$ cat src/common/plcse_consts.svh
// constants of the logic-statement evaluator: field positions, codes, reset values, timing
`ifndef PLCSE_CONSTS_SVH
`define PLCSE_CONSTS_SVH

// statement word fields, lsb position of each byte
`define PLCSE_COND1_LSB 24
`define PLCSE_OP_LSB 16
`define PLCSE_COND2_LSB 8
`define PLCSE_ACT_LSB 0

// condition codes
`define PLCSE_C_FALSE 8'h00
`define PLCSE_C_TRUE 8'h01
`define PLCSE_C_IN1 8'h32
`define PLCSE_C_IN8 8'h39
`define PLCSE_C_VAR_A 8'h64
`define PLCSE_C_VAR_D 8'h67
`define PLCSE_C_TMR_A 8'h56
`define PLCSE_C_TMR_B 8'h57

// logic operator codes
`define PLCSE_OP_OR 8'h00
`define PLCSE_OP_AND 8'h01
`define PLCSE_OP_XOR 8'h02
`define PLCSE_OP_NOR 8'h03

// action codes
`define PLCSE_A_TBL_BIT1 8'h24
`define PLCSE_A_RELAY2 8'h25
`define PLCSE_A_TORQUE 8'h26
`define PLCSE_A_VAR_A 8'h28
`define PLCSE_A_VAR_D 8'h2B
`define PLCSE_A_TMR_A_ZERO 8'h32
`define PLCSE_A_TMR_A_LOAD 8'h33
`define PLCSE_A_TMR_B_ZERO 8'h34
`define PLCSE_A_TMR_B_LOAD 8'h35

// preset index that means zero speed
`define PLCSE_PRESET_ZERO 4'hF

// reset values
`define PLCSE_TABLE_RST 2'h0
`define PLCSE_VARS_RST 4'h0

// timing
`define PLCSE_CLK_HZ 40000000
`define PLCSE_SCAN_PERIOD_US 1000

`endif

$ cat src/common/plcse_pkg.sv
// types of the logic-statement evaluator
`default_nettype none
package plcse_pkg;
  typedef enum logic [2:0] {
    PLCSE_IDLE   = 3'b001,
    PLCSE_EVAL   = 3'b010,
    PLCSE_COMMIT = 3'b100
  } plcse_state_t;
endpackage : plcse_pkg
`default_nettype wire

$ cat src/rtl/plcse_evaluator.sv
// logic-statement evaluator: statement store, sequencer, actions, timers, index decodes
// Summary of operation
// - statement word: cond1 top byte, operator, cond2, action in lowest byte
// - action 36 drives table index bit 1; unprogrammed it reads cleared
// - action 37 drives relay 2, only when relay 2 source is the engine
// - action 38 selects torque, speed by default; torque ignored in V/Hz operation
// - actions 40 to 43 set or clear variables A to D
// - action 50 zeroes timer A when true, otherwise leaves it
// - action 51 loads timer A with its timeout count when true
// - actions 52 and 53 zero or load timer B when true
// - preset index 0 to 14 selects presets one to fifteen; 15 is zero speed
// - table index 0 to 3 selects and activates parameter tables one to four
// - fixed order; variables written earlier are seen later in the same pass
// - constant-true condition applies its action on every pass
// - with presets selected and no index bits, the first preset is used
// - each pass runs from the first slot through the last
// - timer condition true once counted to timeout uncleared
`include "plcse_consts.svh"
`default_nettype none
module plcse_evaluator #(
  parameter int NUM_STMT    = 16,
  parameter int TMR_W       = 16,
  parameter int SCAN_CYCLES = (`PLCSE_CLK_HZ / 1000000) * `PLCSE_SCAN_PERIOD_US
) (
  input  wire  logic                        clk,
  input  wire  logic                        rst,
  input  wire  logic                        stmt_we,
  input  wire  logic [$clog2(NUM_STMT)-1:0] stmt_addr,
  input  wire  logic [31:0]                 stmt_wdata,
  input  wire  logic [7:0]                  din_pins,
  input  wire  logic [TMR_W-1:0]            timer_a_timeout_count,
  input  wire  logic [TMR_W-1:0]            timer_b_timeout_count,
  input  wire  logic                        relay2_source_select,
  input  wire  logic                        vhz_mode,
  input  wire  logic                        table_bit0,
  input  wire  logic                        presets_active,
  input  wire  logic [3:0]                  preset_index,
  output var   logic [1:0]                  active_table_param,
  output var   logic [3:0]                  table_onehot,
  output var   logic                        relay2_out,
  output var   logic                        torque_mode,
  output var   logic [14:0]                 preset_speed_values,
  output var   logic                        zero_speed,
  output var   logic [3:0]                  vars_abcd,
  output var   logic                        timer_a_done,
  output var   logic                        timer_b_done,
  output var   logic                        pass_done
);

  localparam int IW = $clog2(NUM_STMT);
  localparam int SW = $clog2(SCAN_CYCLES);
  localparam logic [IW-1:0] LAST_IDX = IW'(NUM_STMT - 1);
  localparam logic [SW-1:0] SCAN_LAST = SW'(SCAN_CYCLES - 1);

  plcse_pkg::plcse_state_t state_q;
  logic [31:0]      stmt_mem [NUM_STMT];
  logic [IW-1:0]    idx_q;
  logic [SW-1:0]    scan_cnt_q;
  logic             scan_tick_q;
  logic [7:0]       din_m_q;
  logic [7:0]       din_s_q;
  logic [3:0]       vars_q;
  logic [TMR_W-1:0] tmr_a_q;
  logic [TMR_W-1:0] tmr_b_q;
  logic             tbl1_sh_q;
  logic             relay_sh_q;
  logic             torque_sh_q;

  // scan divider: one-cycle enable every scan period
  always_ff @(posedge clk) begin
    if (rst || scan_cnt_q == SCAN_LAST) begin
      scan_cnt_q <= '0;
    end else begin
      scan_cnt_q <= scan_cnt_q + 1'b1;
    end
    scan_tick_q <= !rst && scan_cnt_q == SCAN_LAST;
  end

  // input terminals come from pins, two flops before any use
  always_ff @(posedge clk) begin
    if (rst) begin
      din_m_q <= 8'h00;
      din_s_q <= 8'h00;
    end else begin
      din_m_q <= din_pins;
      din_s_q <= din_m_q;
    end
  end

  // statement store, written from the configuration side at any time
  always_ff @(posedge clk) begin
    if (rst) begin
      for (int i = 0; i < NUM_STMT; i++) begin
        stmt_mem[i] <= 32'h0000_0000;
      end
    end else if (stmt_we) begin
      stmt_mem[stmt_addr] <= stmt_wdata;
    end
  end

  // field split of the statement under evaluation
  wire logic [31:0] cur_word = stmt_mem[idx_q];
  wire logic [7:0]  cond1    = cur_word[`PLCSE_COND1_LSB +: 8];
  wire logic [7:0]  op_code  = cur_word[`PLCSE_OP_LSB +: 8];
  wire logic [7:0]  cond2    = cur_word[`PLCSE_COND2_LSB +: 8];
  wire logic [7:0]  act      = cur_word[`PLCSE_ACT_LSB +: 8];

  // timer conditions, true once counted up to the timeout
  wire logic tmr_a_hit = tmr_a_q >= timer_a_timeout_count;
  wire logic tmr_b_hit = tmr_b_q >= timer_b_timeout_count;

  // condition lookup; unknown codes read false so a typo cannot fire an action under OR or AND
  // every source is an argument: a continuous assignment only wakes on its operands,
  // so a variable written by the previous slot would otherwise be missed
  function automatic logic cond_val(input logic [7:0] code,
                                    input logic [7:0] din,
                                    input logic [3:0] vars,
                                    input logic       ta_hit,
                                    input logic       tb_hit);
    logic r;
    r = 1'b0;
    if (code == `PLCSE_C_TRUE) begin
      r = 1'b1;
    end else if (code >= `PLCSE_C_IN1 && code <= `PLCSE_C_IN8) begin
      r = din[3'(code - `PLCSE_C_IN1)];
    end else if (code >= `PLCSE_C_VAR_A && code <= `PLCSE_C_VAR_D) begin
      r = vars[2'(code - `PLCSE_C_VAR_A)]; // live variables
    end else if (code == `PLCSE_C_TMR_A) begin
      r = ta_hit;
    end else if (code == `PLCSE_C_TMR_B) begin
      r = tb_hit;
    end
    return r;
  endfunction : cond_val

  // operator combines the two conditions
  wire logic c1v = cond_val(cond1, din_s_q, vars_q, tmr_a_hit, tmr_b_hit);
  wire logic c2v = cond_val(cond2, din_s_q, vars_q, tmr_a_hit, tmr_b_hit);
  wire logic cval = (op_code == `PLCSE_OP_AND) ? (c1v & c2v) :
                    (op_code == `PLCSE_OP_XOR) ? (c1v ^ c2v) :
                    (op_code == `PLCSE_OP_NOR) ? !(c1v | c2v) : (c1v | c2v);
  wire logic evaluating = state_q == plcse_pkg::PLCSE_EVAL;
  wire logic committing = state_q == plcse_pkg::PLCSE_COMMIT;
  wire logic do_act     = evaluating;

  // sequencer: one statement per cycle, first slot to last
  always_ff @(posedge clk) begin
    if (rst) begin
      state_q <= plcse_pkg::PLCSE_IDLE;
      idx_q   <= '0;
    end else begin
      unique case (state_q)
        plcse_pkg::PLCSE_IDLE: begin
          idx_q <= '0;
          if (scan_tick_q) begin
            state_q <= plcse_pkg::PLCSE_EVAL;
          end
        end
        plcse_pkg::PLCSE_EVAL: begin
          if (idx_q == LAST_IDX) begin
            state_q <= plcse_pkg::PLCSE_COMMIT;
          end else begin
            idx_q <= idx_q + 1'b1;
          end
        end
        plcse_pkg::PLCSE_COMMIT: begin
          state_q <= plcse_pkg::PLCSE_IDLE;
        end
      endcase
    end
  end

  // per-pass shadows start cleared so an unprogrammed action reads inactive
  always_ff @(posedge clk) begin
    if (rst || committing) begin
      tbl1_sh_q   <= 1'b0;
      relay_sh_q  <= 1'b0;
      torque_sh_q <= 1'b0;
    end else if (do_act) begin
      if (act == `PLCSE_A_TBL_BIT1) tbl1_sh_q <= cval;
      if (act == `PLCSE_A_RELAY2) relay_sh_q <= cval;
      if (act == `PLCSE_A_TORQUE) torque_sh_q <= cval;
    end
  end

  // logical variables persist between passes and update in order
  always_ff @(posedge clk) begin
    if (rst) begin
      vars_q <= `PLCSE_VARS_RST;
    end else if (do_act && act >= `PLCSE_A_VAR_A && act <= `PLCSE_A_VAR_D) begin
      vars_q[2'(act - `PLCSE_A_VAR_A)] <= cval;
    end
  end

  // timers: statement actions during the pass, one count at commit
  always_ff @(posedge clk) begin
    if (rst) begin
      tmr_a_q <= '0;
      tmr_b_q <= '0;
    end else if (do_act && cval) begin
      if (act == `PLCSE_A_TMR_A_ZERO) tmr_a_q <= '0;
      if (act == `PLCSE_A_TMR_A_LOAD) tmr_a_q <= timer_a_timeout_count;
      if (act == `PLCSE_A_TMR_B_ZERO) tmr_b_q <= '0;
      if (act == `PLCSE_A_TMR_B_LOAD) tmr_b_q <= timer_b_timeout_count;
    end else if (committing) begin
      // saturate at timeout so the count never wraps back to false
      if (!tmr_a_hit) tmr_a_q <= tmr_a_q + 1'b1;
      if (!tmr_b_hit) tmr_b_q <= tmr_b_q + 1'b1;
    end
  end

  // decodes of the two indexes, the preset decode gated by presets_active
  wire logic [1:0]  tbl_idx_d  = {tbl1_sh_q, table_bit0};
  wire logic [3:0]  tbl_oh_d   = 4'h1 << tbl_idx_d;
  wire logic [15:0] preset_dec = 16'h0001 << preset_index; // index 0 selects first preset
  wire logic [14:0] preset_d   = presets_active ? preset_dec[14:0] : 15'h0000;
  wire logic        zero_d     = presets_active && preset_index == `PLCSE_PRESET_ZERO;

  // pass results take effect together at commit
  always_ff @(posedge clk) begin
    if (rst) begin
      active_table_param <= `PLCSE_TABLE_RST;
      table_onehot       <= 4'h1;
      relay2_out         <= 1'b0;
      torque_mode        <= 1'b0;
    end else if (committing) begin
      active_table_param <= tbl_idx_d;
      table_onehot       <= tbl_oh_d;
      relay2_out         <= relay_sh_q && relay2_source_select;
      torque_mode        <= torque_sh_q && !vhz_mode;
    end
  end

  // preset decode and status flags, every cycle
  always_ff @(posedge clk) begin
    if (rst) begin
      preset_speed_values <= 15'h0000;
      zero_speed          <= 1'b0;
      timer_a_done        <= 1'b0;
      timer_b_done        <= 1'b0;
      pass_done           <= 1'b0;
    end else begin
      preset_speed_values <= preset_d;
      zero_speed          <= zero_d;
      timer_a_done        <= tmr_a_hit;
      timer_b_done        <= tmr_b_hit;
      pass_done           <= committing;
    end
  end

  assign vars_abcd = vars_q;
endmodule : plcse_evaluator
`default_nettype wire

$ cat config.mk
export PLATFORM = sky130hd
export DESIGN_NAME = plcse_evaluator
export DESIGN_NICKNAME = d
export VERILOG_FILES = /design/src/common/plcse_pkg.sv /design/src/rtl/plcse_evaluator.sv
export VERILOG_INCLUDE_DIRS = /design/src /design/src/common
export SDC_FILE = /design/constraint.sdc
export NUM_CORES = 1
export LEC_CHECK = 0
export BUFFER_PORTS_ARGS = -buffer_cell sky130_fd_sc_hd__buf_4
export CORE_ASPECT_RATIO = 1.4
export CORE_MARGIN = 3
export CORE_UTILIZATION = 59
export CTS_BUF_LIST = sky130_fd_sc_hd__clkbuf_8
export DETAILED_ROUTE_END_ITERATION = 10
export GPL_TIMING_DRIVEN = 0
export PLACE_DENSITY = 0.76
export SETUP_SLACK_MARGIN = 0.2
export SKIP_CTS_REPAIR_TIMING = 1
export SYNTH_ARGS = -nofsm -noshare
export SYNTH_HDL_FRONTEND = slang
export SYNTH_SLANG_ARGS = --single-unit
$ cat constraint.sdc
create_clock -name clk -period 10.4 [get_ports clk]
set_input_delay 3.12 -clock clk [delete_from_list [all_inputs] [get_ports clk]]
set_output_delay 3.12 -clock clk [all_outputs]
set_load 0.03 [all_outputs]
After elaboration in Yosys (flattened, before gate mapping) --
Memories as Yosys holds them, arrays and structs flattened. A register that Yosys moved wholly into a read port is not among the register bits. Cells that the tools add are included.
Storage, ports and cells: register bits 106, RAM bits 512, input port bits 87, output and inout port bits 31, logic and storage cells 161, memories 1
Memory list:
- stmt_mem | words 16, bits a word 32, read ports 1, clocked after Yosys merged registers in 1, write ports 16, line plcse_evaluator.sv:56 | logic [31:0] stmt_mem [NUM_STMT];
Cells by class: $add $sub $neg 9, magnitude comparators 18, equal/unequal tests 29, shift operators 2, muxes and demuxes 49, bitwise operators 4, reductions and logical operators 28
Operators with widths (count):
- 2-to-1 mux 16 bit | 10
- == test 8 x 6 -> 1 bit (second input constant) | 7
- adder 16 x 1 -> 16 bit (second input constant) | 3
- == test 8 x 7 -> 1 bit (second input constant) | 4
- greater-or-equal comparator 16 bit | 2
- 2-to-1 mux 32 bit | 1
- OR reduction 32 bit | 1
- == test 8 x 1 -> 1 bit (second input constant) | 3
- greater-or-equal comparator 8 x 6 -> 1 bit (second input constant) | 3
- <= comparator 8 x 6 -> 1 bit (second input constant) | 3
- 2-to-1 mux 1 bit | 24
- == test 16 bit (second input constant) | 1
- == test 8 x 2 -> 1 bit (second input constant) | 2
- greater-or-equal comparator 8 x 7 -> 1 bit (second input constant) | 2
- <= comparator 8 x 7 -> 1 bit (second input constant) | 2
- 2-to-1 mux 4 bit | 4
- << shifter 1 x 4 -> 15 bit (first input constant) | 1
- logical AND 1 bit | 12
- AND reduction 2 bit | 5
- < comparator 2 x 3 -> 1 bit (second input constant) | 3
- one-hot mux 3 bit (3 select lines) | 1
- == test 4 bit (second input constant) | 2
- < comparator 3 x 4 -> 1 bit (second input constant) | 2
- one-hot mux 4 bit (2 select lines) | 1
- 25 further kinds | 40

Depth between registers and ports, before layout --
word-level depth 14, mapped depth 25, depth with buffers taken out 19

Worst setup path after synthesis --
No wires, ideal clock.
kind input to register, start point in timer_a_timeout_count[0], end point reg tmr_b_q[14], library setup time 117 ps, arrival 6501 ps, required time 10283 ps, path slack 3781 ps, stages 19, path buffers 1, path through ha_1 -> nand2b_1 -> a21o_1 -> a21o_1 -> a21o_1 -> a211o_1 -> a31oi_1 -> mux2_2 -> o22a_1 -> o211a_1 -> ha_1 -> inv_1 -> a31oi_1 -> mux2i_1 -> or4_4 -> nand3_4 -> buf_8 -> o21ai_1 -> a32o_1
On the way: word-level cells in the longest chain between the ends 13, elaborated cells between the ends (all ways) 22, classes of those cells order compare: 1; eq/ne: 2; mux: 12; bitwise: 3; reduce/logical: 4
RTL lines:
- start: declaration | line plcse_evaluator.sv:31 | input wire logic [TMR_W-1:0] timer_a_timeout_count,
- greater-or-equal comparator 16 bit (*) | line plcse_evaluator.sv:109 | wire logic tmr_a_hit = tmr_a_q >= timer_a_timeout_count;
- 2-to-1 mux 1 bit | line plcse_evaluator.sv:128 | end else if (code == `PLCSE_C_TMR_A) begin
- 2-to-1 mux 1 bit | line plcse_evaluator.sv:126 | end else if (code >= `PLCSE_C_VAR_A && code <= `PLCSE_C_VAR_D) begin
- 2-to-1 mux 1 bit | line plcse_evaluator.sv:124 | end else if (code >= `PLCSE_C_IN1 && code <= `PLCSE_C_IN8) begin
- 2-to-1 mux 1 bit | line plcse_evaluator.sv:122 | if (code == `PLCSE_C_TRUE) begin
- bitwise OR 1 bit | line plcse_evaluator.sv:141 | (op_code == `PLCSE_OP_NOR) ? !(c1v | c2v) : (c1v | c2v);
- zero test 1 bit | line plcse_evaluator.sv:141
- 2-to-1 mux 1 bit | line plcse_evaluator.sv:141
- 2-to-1 mux 1 bit | line plcse_evaluator.sv:140 | (op_code == `PLCSE_OP_XOR) ? (c1v ^ c2v) :
- 2-to-1 mux 1 bit (*) | line plcse_evaluator.sv:139 | wire logic cval = (op_code == `PLCSE_OP_AND) ? (c1v & c2v) :
- logical AND 1 bit (*) | line plcse_evaluator.sv:200 | end else if (do_act && cval) begin
- inequality test 3 x 1 -> 1 bit (no line), or another cell as far along
- AND reduction 3 bit (no line)
- end signal: assignment | line plcse_evaluator.sv:204 | if (act == `PLCSE_A_TMR_B_LOAD) tmr_b_q <= timer_b_timeout_count;
- end signal: assignment | line plcse_evaluator.sv:208 | if (!tmr_b_hit) tmr_b_q <= tmr_b_q + 1'b1;
- end: declaration | line plcse_evaluator.sv:64 | logic [TMR_W-1:0] tmr_b_q;
Mark *: on every way between the ends. The rest lies on a longest branch, timed or not. A chain may end at the register's enable or synchronous reset.

Worst setup path after layout --
start point in timer_a_timeout_count[0], end point reg tmr_a_q[1]
On the way: word-level cells in the longest chain between the ends 13, elaborated cells between the ends (all ways) 22, classes of those cells order compare: 1; eq/ne: 2; mux: 12; bitwise: 3; reduce/logical: 4
RTL lines:
- greater-or-equal comparator 16 bit (*) | line plcse_evaluator.sv:109
- 2-to-1 mux 1 bit | line plcse_evaluator.sv:128
- 2-to-1 mux 1 bit | line plcse_evaluator.sv:126
- 2-to-1 mux 1 bit | line plcse_evaluator.sv:124
- 2-to-1 mux 1 bit | line plcse_evaluator.sv:122
- bitwise OR 1 bit | line plcse_evaluator.sv:141
- zero test 1 bit | line plcse_evaluator.sv:141
- 2-to-1 mux 1 bit | line plcse_evaluator.sv:141
- 2-to-1 mux 1 bit | line plcse_evaluator.sv:140
- 2-to-1 mux 1 bit | line plcse_evaluator.sv:139
- logical AND 1 bit | line plcse_evaluator.sv:200
- inequality test 3 x 1 -> 1 bit (no line), or another cell as far along
- AND reduction 3 bit (no line)
- end signal: assignment | line plcse_evaluator.sv:202 | if (act == `PLCSE_A_TMR_A_LOAD) tmr_a_q <= timer_a_timeout_count;
- end signal: assignment | line plcse_evaluator.sv:207 | if (!tmr_a_hit) tmr_a_q <= tmr_a_q + 1'b1;
- end: declaration | line plcse_evaluator.sv:63 | logic [TMR_W-1:0] tmr_a_q;
Marked as above.

==> flow_metrics.env <==
export IMPL_outcome="finished, final reports clean"
export IMPL_cts_sinks=622
export IMPL_powerDensity_mw_per_mm2=154
export IMPL_slew_headroom=0.0659
export IMPL_hold_viol=0
export IMPL_ys_seq_area_frac=0.610
export IMPL_worstPathArrival_ps=7880
export IMPL_grtUsageTotal=0.322
export IMPL_dpl_instance_area_mm2=0.0310
export IMPL_syn_instance_count=2141
export IMPL_drt_iter0_markers=1931
export IMPL_synth_distinct_cells=85
export IMPL_clock_latency_ps=690
export IMPL_ctsHtreeMaxLevel=3
export IMPL_clockBufferDepth=3
export IMPL_end_kind="register"
export IMPL_layout_nets=2492
export IMPL_die_h_um=268
export IMPL_vias=19200
export IMPL_syn_nets=2268
export IMPL_final_cell_mix="and2_1, edfxtp_1, buf_4"
export IMPL_finalSetupTns_ps=0
export IMPL_wl_per_cell_um=26.6
export IMPL_fmax_mhz=137
export IMPL_grt_pass1_wl_um=119000
export IMPL_mostFrequentLayoutCell="and2_1"
export IMPL_viasPerCell=6.27
export IMPL_max_stage_delay_ps=630
export IMPL_tightest_slew_ps=1400
export IMPL_syn2layout_area_growth_pct=13.2
export IMPL_slew_violations=0
export IMPL_hp_class="reg -> reg"
export IMPL_grt_max_degree=33
export IMPL_io_pins=118
export IMPL_grt_overflow=0
export IMPL_ant_nets=0
export IMPL_synth_seq_cells=622
export IMPL_dp_slack_ps=2480
export IMPL_start_kind="input pin"
export IMPL_finalCritPeriodShare=0.701
export IMPL_setup_slack_ps=3110
export IMPL_initial_utilization=0.599
export IMPL_rows=95
export IMPL_die_area_mm2=0.0516
export IMPL_synth_warnings=0
export IMPL_die_w_um=193
export IMPL_path_cells="buf_4 -> ha_1 -> nand2b_1 -> a21o_1 -> a21o_1 -> a21o_1 -> a211o_1 -> a31oi_1 -> mux2_2 -> o22a_1 -> o211a_1 -> ha_1 -> inv_1 -> a31oi_1 -> mux2i_1 -> nor3_2 -> nor2_1 -> buf_2 -> buf_1 -> nand2_1 -> a311oi_1"
export IMPL_syn_area_per_cell_um2=13.5
export IMPL_power_leakage_nw=11.8
export IMPL_cts_tree="yes"
export IMPL_drv_cap=0
export IMPL_core_mm2=0.0481
export IMPL_crit_top_cell="a21o_1"
export IMPL_gp_routability_congestion=0.904
export IMPL_antenna_found_initial=3
export IMPL_period_minus_slack_ps=7290
export IMPL_post_dp_hpwl_um=56600
export IMPL_crit_slowest_cell="a31oi_1"
export IMPL_grt_pass1_vias=19500
export IMPL_crit_required_ps=10990
export IMPL_root_buffer="clkbuf_8"
export IMPL_skew_ps=29.4
export IMPL_crit_fanout=10
export IMPL_vdd_drop_max_v=0.000103
export IMPL_clk_pin_slew_ps=60
export IMPL_path_class="in -> reg"
export IMPL_layout_drive_gt1_share=0.174
export IMPL_rsz0062_at_grt="no"
export IMPL_synth_edf_count=512
export IMPL_drc_errors=0
export IMPL_setup_viol=0
export IMPL_synthFlopType="edfxtp_1"
export IMPL_wirelength_um=81700
export IMPL_post_route_cell_area_mm2=0.0326
export IMPL_first_pass_iters=7
export IMPL_synth_area_mm2=0.0288
export IMPL_async_flop_share=0
export IMPL_numCtsBuffers=90
export IMPL_io_buffers=117
==> cells by family after synthesis <==
logic type / count (synthesis) / share of synthesized area
adder cells (fa/ha/maj): 40 / 0.0174
multiplexers: 140 / 0.0981
flip-flops: 622 / 0.610
XOR/XNOR: 18 / 0.00547
buffers and inverters: 203 / 0.0317
AO/OA/AOI/OAI: 220 / 0.0568
AND/OR/NAND/NOR: 898 / 0.181
==> critical path: cells and delay by family <==
kind | cells | cell delay (ps)
buffers and inverters | 4 | 880
AO/OA/AOI/OAI | 9 | 2120
multiplexers | 2 | 710
AND/OR/NAND/NOR | 4 | 530
adder cells (fa/ha/maj) | 2 | 520
==> metal layers <==
layer | track usage | wire, um | vias up
met2 | 0.550 | 41000 | 1084
met4 | 0.214 | 6020 | 2
met5 | 0 | 13 | -
met1 | 0.363 | 27200 | 9527
li1 | - | - | 8327
met3 | 0.0659 | 7420 | 273
==> final timing paths <==
kind,startpoint,end,slack [ps],cells past startpoint
min,din_m_q[4],din_s_q[4],440,1
max,timer_a_timeout_count[0],tmr_a_q[1],3110,21
min reg2reg,din_m_q[4],din_s_q[4],440,1
max reg2reg,register,tmr_a_q[1],3450,23
==> synthesized netlist by cell type, types with 8 or more instances <==
cell	number	area share
nor2b_1	22	0.0048
inv_1	60	0.0078
nand3_1	27	0.0047
buf_2	11	0.0019
nand2b_1	18	0.0039
nor2_1	102	0.013
dfxtp_1	110	0.076
edfxtp_1	512	0.53
mux4_1	9	0.0082
xor2_1	11	0.0033
a32o_1	27	0.0094
nand2_1	65	0.0085
o21ai_1	12	0.0021
nor4_1	17	0.0037
a21o_1	13	0.0034
o21ai_0	44	0.0076
or2_2	10	0.0022
a211oi_1	11	0.0029
a21oi_1	24	0.0042
clkbuf_1	106	0.014
o22ai_1	12	0.0026
ha_1	40	0.017
buf_4	9	0.0023
buf_6	8	0.0031
and3_1	22	0.0048
and2_1	517	0.11
nor3_1	40	0.0069
mux4_2	102	0.080
mux2i_1	26	0.0090
nand4_1	17	0.0037
a31oi_1	9	0.0020
a221oi_1	8	0.0024
==> through the flow <==
| step | total power [W] | hold WS (ps) | utilization | std cells |
|---|---|---|---|---|
| floorplan | 0.00308 | 414 | - | 2141 |
| global placement | 0.00322 | 416 | 0.633 | 2888 |
| detailed placement | 0.00325 | 428 | 0.644 | 2903 |
| CTS | 0.00504 | 439 | 0.678 | 3063 |
| global route | 0.00517 | 464 | 0.678 | 3064 |
| finish | 0.00503 | 439 | 0.678 | 3066 |
==> sequential cells by signal, summed over array words and instances (netlist names), 8 cells and up, named ones only <==
signal,flops
tmr_a_q,16
din_s_q,8
scan_cnt_q,16
stmt_mem,512
preset_speed_values,15
tmr_b_q,16
din_m_q,8
==> final cells by class <==
cell class | instances | area, um^2
sequential | 622 | 17600
fill | 3405 | 15500
multi-input combinational | 1316 | 10500
clock buffer | 95 | 1310
timing repair buffer | 132 | 1240
tap | 630 | 788
buffer | 142 | 686
clock inverter | 65 | 328
inverter | 61 | 229
antenna | 3 | 7.51
==> power by group <==
| part | internal (W) | switching (W) |
|---|---|---|
| sequential | 0.00281 | 0.0000364 |
| clock | 0.000893 | 0.000931 |
| combinational | 0.000137 | 0.000217 |
| total | 0.00384 | 0.00118 |
Power figures use the tool's default switching activity.
